`src/hw/tip_pkg.sv`:
```
package tip_pkg;

  // ---------------------------------------------------------------
  // Status longword layout
  // ---------------------------------------------------------------
  localparam int PSL_T = 4;
  localparam int PSL_IPL_LO = 16;
  localparam int PSL_IPL_HI = 20;
  localparam int PSL_CM_LO = 24;
  localparam int PSL_CM_HI = 25;
  localparam int PSL_IS = 26;
  localparam int PSL_TP = 30;
  localparam int PSW_HI = 15;
  localparam logic [31:0] PSL_RST = 32'h001f_0000;

  // ---------------------------------------------------------------
  // Priority levels and modes
  // ---------------------------------------------------------------
  localparam logic [4:0] IPL_BOOT = 5'h1f;
  localparam logic [4:0] IPL_NONE = 5'h00;
  localparam logic [4:0] IPL_AST = 5'h02;
  localparam logic [4:0] IPL_DEV_BASE = 5'h10;
  localparam logic [4:0] IPL_CONS = 5'h14;
  localparam logic [4:0] IPL_TIMER = 5'h18;
  localparam logic [4:0] IPL_PWRFAIL = 5'h1e;
  localparam logic [1:0] MODE_KERNEL = 2'h0;
  localparam int DEV_LVLS = 8;
  localparam int SRC_CONS = 8;
  localparam int SRC_TIMER = 9;
  localparam int SRC_PWR = 10;
  localparam int SRC_AST = 11;
  localparam int NSRC = 12;
  localparam int NPIN = 11;
  localparam logic [15:0] VEC_BASE = 16'h0100;

  // ---------------------------------------------------------------
  // Register map
  // ---------------------------------------------------------------
  localparam logic [7:0] ADDR_IPL = 8'h00;
  localparam logic [7:0] ADDR_PSL = 8'h04;
  localparam logic [7:0] ADDR_REQ = 8'h08;
  localparam logic [7:0] ADDR_SRCEN = 8'h0c;
  localparam logic [7:0] ADDR_ASYNC_TRAP_LEVEL = 8'h10;
  localparam logic [7:0] SRCEN_RST = 8'hff;
  localparam logic [2:0] ASYNC_TRAP_LEVEL_RST = 3'h4;

  // ---------------------------------------------------------------
  // Save record kinds
  // ---------------------------------------------------------------
  localparam logic [2:0] SAVE_TRACE = 3'h1;
  localparam logic [2:0] SAVE_FAULT = 3'h2;
  localparam logic [2:0] SAVE_ABORT = 3'h3;
  localparam logic [2:0] SAVE_INT = 3'h4;
  localparam logic [2:0] SAVE_CHM = 3'h5;
  localparam logic [2:0] SAVE_CALL = 3'h6;

  // ---------------------------------------------------------------
  // Types
  // ---------------------------------------------------------------
  typedef struct packed {
    logic instr_start;
    logic instr_done;
    logic restart_pt;
    logic fault;
    logic abort;
    logic arith_trap;
    logic chm;
    logic exception_return_instr;
    logic call;
    logic status_bit_set_instr;
    logic rsvd_instr;
  } tip_evt_t;

  typedef struct packed {
    logic valid;
    logic [2:0] kind;
    logic [31:0] psl;
    logic [31:0] pc;
  } tip_save_t;

  typedef enum logic [1:0] {
    ST_BOUND = 2'b00,
    ST_EXEC = 2'b01
  } tip_state_t;

  // Fixed level of each request source
  function automatic logic [4:0] src_level(input int idx);
    if (idx < DEV_LVLS) begin
      src_level = IPL_DEV_BASE + 5'(idx);
    end else if (idx == SRC_CONS) begin
      src_level = IPL_CONS;
    end else if (idx == SRC_TIMER) begin
      src_level = IPL_TIMER;
    end else if (idx == SRC_PWR) begin
      src_level = IPL_PWRFAIL;
    end else begin
      src_level = IPL_AST;
    end
  endfunction : src_level

endpackage : tip_pkg

```
`src/hw/tip_trace_irq.sv`:
```
`timescale 1ns/1ps
// What this block does
// - One trace exception after each traced instruction; saved PC is next instruction.
// - Trace fault beats every other exception of that instruction.
// - At instruction start, pending trace is cleared then the trace fault taken.
// - After the start check, trace enable is copied into trace pending.
// - Fault or mid-instruction interrupt saves pending cleared and instruction start PC.
// - Abort or arithmetic trap saves trace pending unchanged.
// - Interrupt between instructions saves trace pending unchanged.
// - Change-mode clears both trace bits; saved copy gets both if enable was set.
// - Exception return sets pending if enable was set or restored pending set.
// - Enabling trace by status-bit-set first faults the second following instruction.
// - Reserved-instruction fault only after trace check; events clear pending first.
// - Whole status longword saved on entry, whole restored on exception return.
// - Serve request only above current level; raise level to request level.
// - Only kernel mode may write the priority level.
// - Interrupts start only at instruction boundaries or defined restart points.
// - Return to mode at or above trap level posts level 2 trap interrupt.
// - Console at 14, timer at 18, power failure at 1E hexadecimal.
// - Device requests use levels 10 through 17; subset allowed.
// - Each source has its own fixed vector address.
// - Interrupt entry leaves memory mapping untouched.
// - Level register write loads status bits 20:16; reads zero above.
// - Bootstrap sets current level to 1F.
module tip_trace_irq (
  // Clock and reset
  input wire logic CLK_SYS,
  input wire logic RSTN,
  // Execution pipeline
  input tip_pkg::tip_evt_t PIPE_EVT,
  input wire logic [31:0] PIPE_PC,
  input wire logic [31:0] PIPE_OPND,
  // Interrupt request pins
  input wire logic [7:0] DEV_IRQ,
  input wire logic CONS_IRQ,
  input wire logic TIMER_IRQ,
  input wire logic PWRFAIL_IRQ,
  // Register port
  input wire logic [7:0] REG_ADDR,
  input wire logic [31:0] REG_WDATA,
  input wire logic REG_WR,
  input wire logic REG_RD,
  output logic [31:0] REG_RDATA,
  // Exception and interrupt outputs
  output logic TRACE_FAULT,
  output logic RSVD_FAULT,
  output logic INT_TAKE,
  output logic [4:0] INT_LEVEL,
  output logic [15:0] INT_VECTOR,
  output tip_pkg::tip_save_t SAVE,
  output logic [31:0] PSL_OUT
);

  // ---------------------------------------------------------------
  // Declarations
  // ---------------------------------------------------------------
  logic [31:0] psl_q;
  tip_pkg::tip_state_t state_q;
  tip_pkg::tip_save_t save_q;
  logic [tip_pkg::NPIN-1:0] sync1_q;
  logic [tip_pkg::NPIN-1:0] sync2_q;
  logic [7:0] srcen_q;
  logic [2:0] async_trap_level_q;
  logic ast_q;
  logic [31:0] rdata_q;
  logic trace_q;
  logic rsvd_q;
  logic take_q;
  logic [4:0] lvl_q;
  logic [15:0] vec_q;
  logic [tip_pkg::NSRC-1:0] req;
  logic [4:0] best_lvl;
  logic [3:0] best_id;
  logic [4:0] cur_ipl;
  logic [1:0] cur_mode;
  logic t_en;
  logic tp;
  logic svc_pt;
  logic go_int;
  logic go_start;
  logic go_fault;
  logic go_trap;
  logic go_chm;
  logic go_rei;
  logic go_call;
  logic go_bis;
  logic ipl_wr;
  logic ast_set;

  assign cur_ipl = psl_q[tip_pkg::PSL_IPL_HI:tip_pkg::PSL_IPL_LO];
  assign cur_mode = psl_q[tip_pkg::PSL_CM_HI:tip_pkg::PSL_CM_LO];
  assign t_en = psl_q[tip_pkg::PSL_T];
  assign tp = psl_q[tip_pkg::PSL_TP];

  // ---------------------------------------------------------------
  // Request pin synchronisers
  // ---------------------------------------------------------------
  // Two flops per request pin
  always_ff @(posedge CLK_SYS) begin
    if (!RSTN) begin
      sync1_q <= '0;
      sync2_q <= '0;
    end else begin
      sync1_q <= {PWRFAIL_IRQ, TIMER_IRQ, CONS_IRQ, DEV_IRQ};
      sync2_q <= sync1_q;
    end
  end

  // Enabled device levels plus fixed sources
  assign req = {ast_q, sync2_q[tip_pkg::NPIN-1:tip_pkg::DEV_LVLS],
                sync2_q[tip_pkg::DEV_LVLS-1:0] & srcen_q};

  // ---------------------------------------------------------------
  // Priority arbitration
  // ---------------------------------------------------------------
  // Highest level wins, lower index on a tie
  always_comb begin
    best_lvl = tip_pkg::IPL_NONE;
    best_id = '0;
    for (int i = 0; i < tip_pkg::NSRC; i++) begin
      if (req[i] && tip_pkg::src_level(i) > best_lvl) begin
        best_lvl = tip_pkg::src_level(i);
        best_id = 4'(i);
      end
    end
  end

  // Boundary, or restart point inside a long instruction
  assign svc_pt = (state_q == tip_pkg::ST_BOUND) || PIPE_EVT.restart_pt;

  // Event selection, interrupt first, then trace check
  assign go_int = svc_pt && (best_lvl > cur_ipl);
  assign go_start = !go_int && PIPE_EVT.instr_start;
  assign go_fault = !go_int && !go_start && PIPE_EVT.fault;
  assign go_trap = !go_int && !go_start && !go_fault && (PIPE_EVT.abort || PIPE_EVT.arith_trap);
  assign go_chm = !go_int && !go_start && !go_fault && !go_trap && PIPE_EVT.chm;
  assign go_rei = !go_int && !go_start && !go_fault && !go_trap && !go_chm && PIPE_EVT.exception_return_instr;
  assign go_call = !go_int && !go_start && !go_fault && !go_trap && !go_chm && !go_rei
                   && PIPE_EVT.call;
  assign go_bis = !go_int && !go_start && !go_fault && !go_trap && !go_chm && !go_rei
                  && !go_call && PIPE_EVT.status_bit_set_instr;
  assign ipl_wr = REG_WR && (REG_ADDR == tip_pkg::ADDR_IPL) && !go_int
                  && (cur_mode == tip_pkg::MODE_KERNEL);
  assign ast_set = go_rei && !PIPE_OPND[tip_pkg::PSL_IS]
                   && ({1'b0, PIPE_OPND[tip_pkg::PSL_CM_HI:tip_pkg::PSL_CM_LO]} >= async_trap_level_q);

  // ---------------------------------------------------------------
  // Instruction phase tracking
  // ---------------------------------------------------------------
  // Executing between start and done, else at a boundary
  always_ff @(posedge CLK_SYS) begin
    if (!RSTN) begin
      state_q <= tip_pkg::ST_BOUND;
    end else begin
      case (state_q)
        tip_pkg::ST_BOUND: begin
          if (go_start && !tp && !PIPE_EVT.rsvd_instr) begin
            state_q <= tip_pkg::ST_EXEC;
          end
        end
        tip_pkg::ST_EXEC: begin
          if (go_int || PIPE_EVT.instr_done || go_fault || go_trap) begin
            state_q <= tip_pkg::ST_BOUND;
          end
        end
        default: begin
          state_q <= tip_pkg::ST_BOUND;
        end
      endcase
    end
  end

  // ---------------------------------------------------------------
  // Live status longword
  // ---------------------------------------------------------------
  // Trace bits and level updated per event
  always_ff @(posedge CLK_SYS) begin
    if (!RSTN) begin
      psl_q <= tip_pkg::PSL_RST;
    end else begin
      if (go_int) begin
        // Handler untraced; mapping state lives elsewhere and is left as is
        psl_q[tip_pkg::PSL_IPL_HI:tip_pkg::PSL_IPL_LO] <= best_lvl;
        psl_q[tip_pkg::PSL_T] <= 1'b0;
        psl_q[tip_pkg::PSL_TP] <= 1'b0;
        psl_q[tip_pkg::PSL_IS] <= 1'b1;
      end else if (go_start) begin
        if (tp || PIPE_EVT.rsvd_instr) begin
          psl_q[tip_pkg::PSL_T] <= 1'b0;
          psl_q[tip_pkg::PSL_TP] <= 1'b0;
        end else begin
          psl_q[tip_pkg::PSL_TP] <= t_en;
        end
      end else if (go_fault || go_trap) begin
        psl_q[tip_pkg::PSL_T] <= 1'b0;
        psl_q[tip_pkg::PSL_TP] <= 1'b0;
      end else if (go_chm) begin
        psl_q[tip_pkg::PSL_T] <= 1'b0;
        psl_q[tip_pkg::PSL_TP] <= 1'b0;
        psl_q[tip_pkg::PSL_CM_HI:tip_pkg::PSL_CM_LO] <= PIPE_OPND[1:0];
      end else if (go_rei) begin
        psl_q <= PIPE_OPND;
        psl_q[tip_pkg::PSL_TP] <= PIPE_OPND[tip_pkg::PSL_TP] | t_en;
      end else if (go_bis) begin
        psl_q[tip_pkg::PSW_HI:0] <= psl_q[tip_pkg::PSW_HI:0]
                                     | PIPE_OPND[tip_pkg::PSW_HI:0];
      end
      if (ipl_wr) begin
        psl_q[tip_pkg::PSL_IPL_HI:tip_pkg::PSL_IPL_LO] <= REG_WDATA[4:0];
      end
    end
  end

  // ---------------------------------------------------------------
  // Save record for the stack writer
  // ---------------------------------------------------------------
  // One-cycle record of longword and PC to push
  always_ff @(posedge CLK_SYS) begin
    if (!RSTN) begin
      save_q <= '0;
    end else begin
      save_q.valid <= go_int || go_start && (tp || PIPE_EVT.rsvd_instr) || go_fault
                      || go_trap || go_chm || go_call;
      save_q.pc <= PIPE_PC;
      save_q.psl <= psl_q;
      save_q.kind <= tip_pkg::SAVE_FAULT;
      if (go_int) begin
        save_q.kind <= tip_pkg::SAVE_INT;
        if (state_q == tip_pkg::ST_EXEC) begin
          save_q.psl[tip_pkg::PSL_TP] <= 1'b0;
        end
      end else if (go_start) begin
        save_q.psl[tip_pkg::PSL_TP] <= 1'b0;
        save_q.kind <= tp ? tip_pkg::SAVE_TRACE : tip_pkg::SAVE_FAULT;
      end else if (go_fault) begin
        save_q.psl[tip_pkg::PSL_TP] <= 1'b0;
      end else if (go_trap) begin
        save_q.kind <= tip_pkg::SAVE_ABORT;
      end else if (go_chm) begin
        save_q.kind <= tip_pkg::SAVE_CHM;
        save_q.psl[tip_pkg::PSL_T] <= t_en;
        save_q.psl[tip_pkg::PSL_TP] <= t_en;
      end else if (go_call) begin
        save_q.kind <= tip_pkg::SAVE_CALL;
        save_q.psl[tip_pkg::PSL_T] <= 1'b0;
      end
    end
  end

  // ---------------------------------------------------------------
  // Exception and interrupt pulses
  // ---------------------------------------------------------------
  // Trace before reserved-instruction check
  always_ff @(posedge CLK_SYS) begin
    if (!RSTN) begin
      trace_q <= 1'b0;
      rsvd_q <= 1'b0;
    end else begin
      trace_q <= go_start && tp;
      rsvd_q <= go_start && !tp && PIPE_EVT.rsvd_instr;
    end
  end

  // Interrupt grant with level and fixed vector
  always_ff @(posedge CLK_SYS) begin
    if (!RSTN) begin
      take_q <= 1'b0;
      lvl_q <= tip_pkg::IPL_NONE;
      vec_q <= '0;
    end else begin
      take_q <= go_int;
      if (go_int) begin
        lvl_q <= best_lvl;
        vec_q <= tip_pkg::VEC_BASE + {10'h000, best_id, 2'b00};
      end
    end
  end

  // Trap-delivery request, set beats clear
  always_ff @(posedge CLK_SYS) begin
    if (!RSTN) begin
      ast_q <= 1'b0;
    end else if (ast_set) begin
      ast_q <= 1'b1;
    end else if (go_int && (best_id == 4'(tip_pkg::SRC_AST))) begin
      ast_q <= 1'b0;
    end
  end

  // ---------------------------------------------------------------
  // Register port
  // ---------------------------------------------------------------
  // Writable configuration
  always_ff @(posedge CLK_SYS) begin
    if (!RSTN) begin
      srcen_q <= tip_pkg::SRCEN_RST;
      async_trap_level_q <= tip_pkg::ASYNC_TRAP_LEVEL_RST;
    end else if (REG_WR) begin
      if (REG_ADDR == tip_pkg::ADDR_SRCEN) begin
        srcen_q <= REG_WDATA[7:0];
      end
      if (REG_ADDR == tip_pkg::ADDR_ASYNC_TRAP_LEVEL) begin
        async_trap_level_q <= REG_WDATA[2:0];
      end
    end
  end

  // Read data one cycle after the strobe, zero otherwise
  always_ff @(posedge CLK_SYS) begin
    if (!RSTN) begin
      rdata_q <= '0;
    end else begin
      rdata_q <= '0;
      if (REG_RD) begin
        case (REG_ADDR)
          tip_pkg::ADDR_IPL: rdata_q <= {27'h0000000, cur_ipl};
          tip_pkg::ADDR_PSL: rdata_q <= psl_q;
          tip_pkg::ADDR_REQ: rdata_q <= {20'h00000, req};
          tip_pkg::ADDR_SRCEN: rdata_q <= {24'h000000, srcen_q};
          tip_pkg::ADDR_ASYNC_TRAP_LEVEL: rdata_q <= {29'h00000000, async_trap_level_q};
          default: rdata_q <= '0;
        endcase
      end
    end
  end

  // ---------------------------------------------------------------
  // Outputs
  // ---------------------------------------------------------------
  assign REG_RDATA = rdata_q;
  assign TRACE_FAULT = trace_q;
  assign RSVD_FAULT = rsvd_q;
  assign INT_TAKE = take_q;
  assign INT_LEVEL = lvl_q;
  assign INT_VECTOR = vec_q;
  assign SAVE = save_q;
  assign PSL_OUT = psl_q;

  // ---------------------------------------------------------------
  // Assertions
  // ---------------------------------------------------------------
  a_boot_level: assert property (@(posedge CLK_SYS) !RSTN |=> cur_ipl == tip_pkg::IPL_BOOT)
    else $error("level not 1F after reset");

  a_trace_once: assert property (@(posedge CLK_SYS) disable iff (!RSTN)
    go_start && tp |=> TRACE_FAULT && !tp && !RSVD_FAULT
      && SAVE.valid && SAVE.pc == $past(PIPE_PC) && !SAVE.psl[tip_pkg::PSL_TP])
    else $error("trace fault not taken once");

  a_tp_copy: assert property (@(posedge CLK_SYS) disable iff (!RSTN)
    go_start && !tp && !PIPE_EVT.rsvd_instr |=> tp == $past(t_en) && !TRACE_FAULT)
    else $error("pending not loaded from enable");

  a_fault_clear: assert property (@(posedge CLK_SYS) disable iff (!RSTN)
    go_fault |=> SAVE.valid && !SAVE.psl[tip_pkg::PSL_TP] && SAVE.pc == $past(PIPE_PC))
    else $error("fault save kept pending");

  a_abort_keep: assert property (@(posedge CLK_SYS) disable iff (!RSTN)
    go_trap |=> SAVE.psl[tip_pkg::PSL_TP] == $past(tp) && SAVE.kind == tip_pkg::SAVE_ABORT)
    else $error("abort save changed pending");

  a_bound_int: assert property (@(posedge CLK_SYS) disable iff (!RSTN)
    go_int && state_q == tip_pkg::ST_BOUND |=> SAVE.psl == $past(psl_q) && INT_TAKE)
    else $error("boundary interrupt altered saved longword");

  a_chm_bits: assert property (@(posedge CLK_SYS) disable iff (!RSTN)
    go_chm |=> !t_en && !tp && SAVE.psl[tip_pkg::PSL_TP] == $past(t_en)
      && SAVE.psl[tip_pkg::PSL_T] == $past(t_en))
    else $error("change-mode trace bits wrong");

  a_rei_pend: assert property (@(posedge CLK_SYS) disable iff (!RSTN)
    go_rei && (t_en || PIPE_OPND[tip_pkg::PSL_TP]) && !ipl_wr |=> tp)
    else $error("return did not set pending");

  a_call_clear: assert property (@(posedge CLK_SYS) disable iff (!RSTN)
    go_call |=> !SAVE.psl[tip_pkg::PSL_T] && t_en == $past(t_en))
    else $error("call saved trace bit");

  a_int_level: assert property (@(posedge CLK_SYS) disable iff (!RSTN)
    INT_TAKE |-> INT_LEVEL > $past(cur_ipl) && cur_ipl == INT_LEVEL)
    else $error("interrupt taken at or below level");

  a_user_ipl: assert property (@(posedge CLK_SYS) disable iff (!RSTN)
    REG_WR && REG_ADDR == tip_pkg::ADDR_IPL && cur_mode != tip_pkg::MODE_KERNEL
      && !go_int && !go_rei |=> $stable(cur_ipl))
    else $error("level written outside kernel");

  a_ast_post: assert property (@(posedge CLK_SYS) disable iff (!RSTN)
    ast_set |=> ast_q)
    else $error("trap delivery not posted");

endmodule : tip_trace_irq

```
`config.mk`:
```
export PLATFORM = sky130hd
export DESIGN_NAME = tip_trace_irq
export DESIGN_NICKNAME = d
export VERILOG_FILES = /design/src/hw/tip_pkg.sv /design/src/hw/tip_trace_irq.sv
export SDC_FILE = /design/constraint.sdc
export NUM_CORES = 1
export LEC_CHECK = 0
export BUFFER_PORTS_ARGS = -buffer_cell sky130_fd_sc_hd__buf_2
export CAP_MARGIN = 10
export CELL_PAD_IN_SITES_DETAIL_PLACEMENT = 1
export CELL_PAD_IN_SITES_GLOBAL_PLACEMENT = 1
export CORE_ASPECT_RATIO = 0.5
export CORE_MARGIN = 8
export CORE_UTILIZATION = 34
export DETAILED_ROUTE_END_ITERATION = 7
export GPL_TIMING_DRIVEN = 1
export HOLD_SLACK_MARGIN = 0.06
export PLACE_DENSITY_LB_ADDON = 0.1
export SLEW_MARGIN = 30
export SYNTH_ARGS = -nofsm -noshare
export SYNTH_HDL_FRONTEND = slang
export SYNTH_SLANG_ARGS = --single-unit
```
`constraint.sdc`:
```
create_clock -name CLK_SYS -period 4.2 [get_ports CLK_SYS]
set_input_delay 0.21 -clock CLK_SYS [delete_from_list [all_inputs] [get_ports CLK_SYS]]
set_output_delay 0.21 -clock CLK_SYS [all_outputs]
set_load 0.05 [all_outputs]
```
==> results of run 1 <==
-- critical path, stage by stage, from the launching register on --
cell	delay (ps)
dfxtp_1	340
a22oi_1	380
nor2_1	60
or3_1	370
or2_2	300
ha_1	290
nor2b_1	130
o21bai_1	200
a31oi_2	360
nor3_4	720
a22o_1	240
-- registers in the layout, summed over array words and instances, names as in the netlist --
register            count
INT_LEVEL               5
INT_TAKE                1
INT_VECTOR              4
PSL_OUT                32
REG_RDATA              32
RSVD_FAULT              1
SAVE                   68
TRACE_FAULT             1
ast_q                   1
async_trap_level_q      3
srcen_q                 8
state_q                 1
sync1_q                11
sync2_q                11
-- synth_stat cells (6+ instances only) --
master,instances
dfxtp_1,179
and2_1,101
nand2_1,52
nor2_1,36
a21oi_1,26
o21ai_0,25
clkbuf_1,22
nand3_1,22
a22o_1,15
buf_4,14
a31oi_1,10
inv_1,10
nor2b_1,8
nor3_1,8
a22oi_1,7
ha_1,7
a211oi_1,6
and3_1,6
-- where the power goes --
group          leakage [nW]  internal (W)  total [W]  switching (W)
combinational          2.45      0.000242   0.000820       0.000578
sequential             1.46       0.00179    0.00184      0.0000519
clock                 0.272      0.000965    0.00163       0.000661
total                  4.18       0.00300    0.00429        0.00129
-- logic make-up after synthesis --
| kind of cell | Yosys count |
|---|---|
| muxes | 5 |
| and+or+nand+nor | 263 |
| adders and majority gates | 7 |
| DFF | 179 |
| AOI/OAI and AO/OA | 114 |
| buffers and inverters | 57 |
| other | 1 |
-- area by class of cell --
class	instances	area (sq um)	area share, %
multi-input combinational	400	2400	26.7
clock buffer	23	468	5.21
tap	240	300	3.34
antenna	1	2.50	0.0279
inverter	11	41.3	0.460
timing repair buffer	332	2060	22.9
clock inverter	8	128	1.42
sequential	179	3580	39.9
-- routing by layer --
layer	GRT usage [%]	routed length [microns]	share of wire [%]
met3	6.06	1250	5.6
met5	0	12	0.054
met4	5.31	208	0.93
met2	32.4	10800	49
met1	23.1	9980	45
-- worst max path at each step --
stage                from     endpoint  slack, ps  cells after the start
6_report       srcen_q[6]  PSL_OUT[15]        730                     10
5_1_grt        srcen_q[6]  PSL_OUT[15]        450                     10
4_1_cts        srcen_q[6]  PSL_OUT[15]        720                     11
3_5_place_dp   srcen_q[6]  PSL_OUT[15]        720                     11
3_3_place_gp   srcen_q[6]   PSL_OUT[6]        830                     11
2_1_floorplan  srcen_q[6]  PSL_OUT[10]       1310                     12
-- metrics by stage --
stage | utilization (%) | setup slack [ps] | total power, W | hold slack [ps]
global placement | 41.9 | 834 | 0.00263 | 416
global route | 49.4 | 449 | 0.00448 | 72.2
finish | 49.4 | 734 | 0.00429 | 75.0
detailed placement | 41.9 | 718 | 0.00264 | 420
CTS | 49.4 | 717 | 0.00433 | 60.4
floorplan | - | 1310 | 0.00241 | 334
==> impl_metrics.csv, run 1 <==
group,metric,value,unit
outcome,status,"complete, no violations",
place,placed_area,7620,sq um
yosys,synth_ff_type,"dfxtp_1",
sta,clock.fmax,289,MHz
sta,transition_time_at_the_pin_with_the_least_slew_margin,822,ps
global_routing,maximum_number_of_pins_on_one_net_before_global_route_repair,61,
global_routing,grt.total_usage,19.1,%
clocking,hold_buffers,76,
yosys,post_synth_inst_count,626,
yosys,synth_top_family_by_area,"simple AND/OR/NAND/NOR gates",
detailed_routing,detail-route-antenna-nets,0,
sta,setup_violations,0,
sta,timing_hold_violations_final,0,
yosys,post_synth_edffs,0,
yosys,post_synthesis_compound_gate_area_fraction,12.2,%
yosys,synth_simple_gate_area_share,23.3,%
layout,post_route_cells_drive_above_1_share,31.7,%
yosys,synth.area.mux_share,0.823,%
setup_path,cp-end-kind,"flop",
layout,area_growth_syn_to_layout,44.0,%
die,die_w,208,microns
yosys,post-synth-top-area-cell,"dfxtp_1",
clocking,clock_input_transition_at_the_sequential_cells_of_the_worst_setup_and_hold_paths,60,ps
setup_path,worstReg2RegEnd,"PSL_OUT[15]",
yosys,ys_seq_area_share,57.5,%
place,gp_congestion,0.767,
yosys,synth.avg_cell_area,9.96,sq um
setup_path,ff2ff_setup_slack,730,ps
clocking,htree_levels,4,
clocking,clock_root_buffer,"clkbuf_16",
setup_path,timing.reg2reg.worst_path_depth,10,
yosys,async_reset_ff_share,0,%
clocking,cts_repair_resize_count,0,
place,dpl.hpwl,15600,microns
die,placeableCoreArea,18200,sq um
yosys,share_of_synthesized_cell_area_in_full_adder_half_adder_and_majority_cells,1.40,%
yosys,ys_types,57,
sta,final.setup.tns,0,ps
die,top_ports,286,
global_routing,grt_antenna_before_repair,2,
layout,nNetsFinal,1078,
clocking,numCtsBuffers,17,
layout,filler_cell_count,2094,
hold_path,path_category_of_the_worst_min_delay_check,"input pin to flop",
sta,period_share,82.5,%
yosys,combined_area_of_all_synthesized_cells,6240,sq um
layout,most-common-layout-cells,"250 x buf_2, 179 x dfxtp_1, 101 x and2_1",
clocking,clock_path_buffers,2,
detailed_routing,drtPass1Iterations,4,
hold_path,hp-start,"REG_WDATA[3]",
die,design.die.area,23200,sq um
detailed_routing,route.vias.total,5602,
yosys,synth_warnings,0,
die,row_count,35,
yosys,post_synth_xor_area_fraction,0,%
clocking,clock_latency_on_the_worst_skew_pair,430,ps
setup_path,timing_worst_setup_path_type,"flop to flop",
run,maxCapViolCount,0,
pwr,leakage,4.18,nW
sta,finClkSkew,12.7,ps
global_routing,first_pass_grt_wire_length,34800,microns
global_routing,via_count_of_the_first_global_routing_pass,6066,
clocking,post-cts-setup-buffers,0,
detailed_routing,detailedRoute.firstIterationViolations,211,
setup_path,largest_fanout_on_the_critical_path,15,
global_routing,grt.overflow.total,0,
detailed_routing,route.detailed.drc,0,
hold_path,hold-path-endpoint,"srcen_q[3]",
detailed_routing,wl_per_cell,18.7,microns
yosys,synth.ff_latch_count,179,
setup_path,setup.worst_path.start_class,"flop",
clocking,cts_tree,"yes",
sta,relSlewSlack,45.0,%
layout,mostFrequentLayoutCell,"buf_2",
setup_path,critPathArrivalTime,3830,ps
yosys,area_share_of_the_largest_cell_type_after_synthesis,57.5,%
detailed_routing,vias_per_cell,4.69,
pwr,vdd_ir_drop_max,0.000284,V
sta,slew_violations,0,
clocking,clkSinkCount,179,
setup_path,rr_startpoint,"srcen_q[6]",
hold_path,hold_depth,3,
place,placed_cells_incl_taps,1086,
setup_path,required,4560,ps
yosys,synth_area_leaders,"dfxtp_1 57%, and2_1 10%, nand2_1 3.1%, nor2_1 2.2%, a22o_1 2.1%",
place,numPortBuffers,250,
sta,grt_setup_unrepaired,"no",
sta,layout_min_cycle_time,3470,ps
die,die-height,112,microns
detailed_routing,drt-total-wl,22300,microns
layout,final_area,8980,sq um
pwr,pwr_density_cell,477,nW/um^2
die,initial_core_utilization,34.3,%
layout,final_cells,1194,
(Power assumes the default switching activity.)
==> run 2: changes to the inputs <==
==> constraint.sdc (replaced) <==
create_clock -name CLK_SYS -period 3.2 [get_ports CLK_SYS]
set_input_delay 0.16 -clock CLK_SYS [delete_from_list [all_inputs] [get_ports CLK_SYS]]
set_output_delay 0.16 -clock CLK_SYS [all_outputs]
set_load 0.05 [all_outputs]
==> impl_metrics.csv, run 2 (same netlist as run 1, synthesis figures left out) <==
group,metric,value,unit
outcome,status,"complete, no violations",
global_routing,grt_antenna_before_repair,1,
detailed_routing,drt-total-wl,22500,microns
sta,final.setup.tns,0,ps
die,placeableCoreArea,18200,sq um
place,numPortBuffers,250,
sta,timing_hold_violations_final,0,
pwr,pwr_density_cell,626,nW/um^2
place,gp_congestion,0.772,
layout,largest_reg_flops,68,
setup_path,cp_top_family,"compound AO/OA/AOI/OAI gates",
layout,post_route_cells_drive_above_1_share,32.6,%
global_routing,met3_resource_use_gr,5.50,%
detailed_routing,route.vias.total,5605,
clocking,htree_levels,4,
die,design.die.area,23200,sq um
global_routing,grt.overflow.total,0,
die,initial_core_utilization,34.3,%
layout,nNetsFinal,1094,
clocking,clock_path_buffers,2,
sta,finClkSkew,10.4,ps
layout,sequential_cell_area,3580,sq um
clocking,clock_input_transition_at_the_sequential_cells_of_the_worst_setup_and_hold_paths,70,ps
detailed_routing,vias_per_cell,4.63,
setup_path,critical_path.max_stage_delay,370,ps
setup_path,required,3510,ps
detailed_routing,wl_per_cell,18.6,microns
sta,clock.fmax,331,MHz
layout,mostFrequentLayoutCell,"buf_2",
global_routing,via_count_of_the_first_global_routing_pass,6221,
global_routing,maximum_number_of_pins_on_one_net_before_global_route_repair,50,
clocking,clock_latency_on_the_worst_skew_pair,420,ps
place,dpl.hpwl,16100,microns
sta,period_share,94.4,%
setup_path,timing_worst_setup_path_type,"flop to flop",
setup_path,setup.worst_path.start_class,"flop",
setup_path,cpMaxStageDelayCell,"or3_1",
die,top_ports,286,
hold_path,path_category_of_the_worst_min_delay_check,"input pin to flop",
global_routing,globalRouteMet2Util,33.2,%
die,die-height,112,microns
detailed_routing,drtPass1Iterations,4,
layout,filler_cell_count,2126,
sta,layout_min_cycle_time,3020,ps
setup_path,cell_by_cell_listing_of_the_critical_path,"a22oi_1 > nor2_1 > or3_1 > or2_2 > ha_1 > nor2b_1 > o21bai_1 > a31o_2 > a21oi_1 > buf_4 > a22o_1",
layout,area_growth_syn_to_layout,47.0,%
detailed_routing,route.detailed.drc,0,
setup_path,timing.critical_path.buf_inv,1,
detailed_routing,detailedRoute.firstIterationViolations,219,
clocking,cts_tree,"yes",
setup_path,cp-end-kind,"flop",
pwr,leakage,4.30,nW
clocking,cts_repair_resize_count,0,
setup_path,largest_fanout_on_the_critical_path,15,
global_routing,globalRouteMet1Util,23.4,%
sta,relSlewSlack,55.1,%
sta,transition_time_at_the_pin_with_the_least_slew_margin,673,ps
sta,slew_violations,0,
clocking,numCtsBuffers,17,
sta,grt_setup_unrepaired,"no",
die,die_w,208,microns
global_routing,first_pass_grt_wire_length,35400,microns
pwr,power.total,0.00573,W
detailed_routing,detail-route-antenna-nets,0,
run,maxCapViolCount,0,
layout,footprint_of_the_multi_input_gates,2400,sq um
clocking,clkSinkCount,179,
sta,setup_violations,0,
die,row_count,35,
pwr,vdd_ir_drop_max,0.000351,V
global_routing,top_usage_layer,"met2",
global_routing,grt.total_usage,19.2,%
clocking,clock_root_buffer,"clkbuf_16",
setup_path,critPathArrivalTime,3330,ps
layout,most-common-layout-cells,"250 x buf_2, 179 x dfxtp_1, 101 x and2_1",
## run 2: worst reg2reg max path: stages (launching register included)
cell and delay, ps:
dfxtp_1 330, a22oi_1 280, nor2_1 80, or3_1 370, or2_2 310, ha_1 290, nor2b_1 130, o21bai_1 190
a31o_2 330, a21oi_1 130, buf_4 240, a22o_1 240
## run 2: worst paths after layout
path	from	endpoint	slack (ps)	cells after the start
worst max-delay path	srcen_q[6]	PSL_OUT[3]	180	11
worst min-delay path	PIPE_EVT[7]	SAVE[64]	80	3
worst max register to register	srcen_q[6]	PSL_OUT[3]	180	11
worst min register to register	sync1_q[0]	sync2_q[0]	430	1
## run 2: what timing repair did
action	CTS	global route
hold endpoints to repair	88	0
setup buffers	0	1
hold buffers	83	0
setup endpoints to repair	0	15
## run 2: through the flow
stage / cell area (sq um) / hold WS [ps] / setup WS (ps) / utilization (%) / instances
floorplan: 6270 / 284 / 314 / - / 636
global placement: 7680 / 366 / 117 / 42.3 / 1094
detailed placement: 7680 / 370 / 37.0 / 42.3 / 1094
CTS: 9140 / 63.9 / 14.4 / 50.3 / 1209
global route: 9170 / 75.9 / 37.9 / 50.4 / 1211
finish: 9170 / 79.8 / 180 / 50.4 / 1211
## run 2: layer usage
metal / wire [microns] / share of wire, %
met4: 195 / 0.87
met2: 10800 / 48
met3: 1190 / 5.3
met1: 10300 / 46
met5: 0 / 0
## run 2: layout make-up
cell class                 count  share of cell area (%)
tap                          240                    3.28
sequential                   179                    39.1
inverter                      11                   0.451
antenna                        1                  0.0273
timing repair buffer         348                    24.1
clock buffer                  20                    5.09
multi-input combinational    400                    26.2
clock inverter                12                    1.80
## run 2: power breakdown
part	internal, W	total (W)	switching [W]
registers	0.00235	0.00241	0.0000664
clock network	0.00131	0.00222	0.000906
logic	0.000339	0.00111	0.000768
total	0.00399	0.00573	0.00174
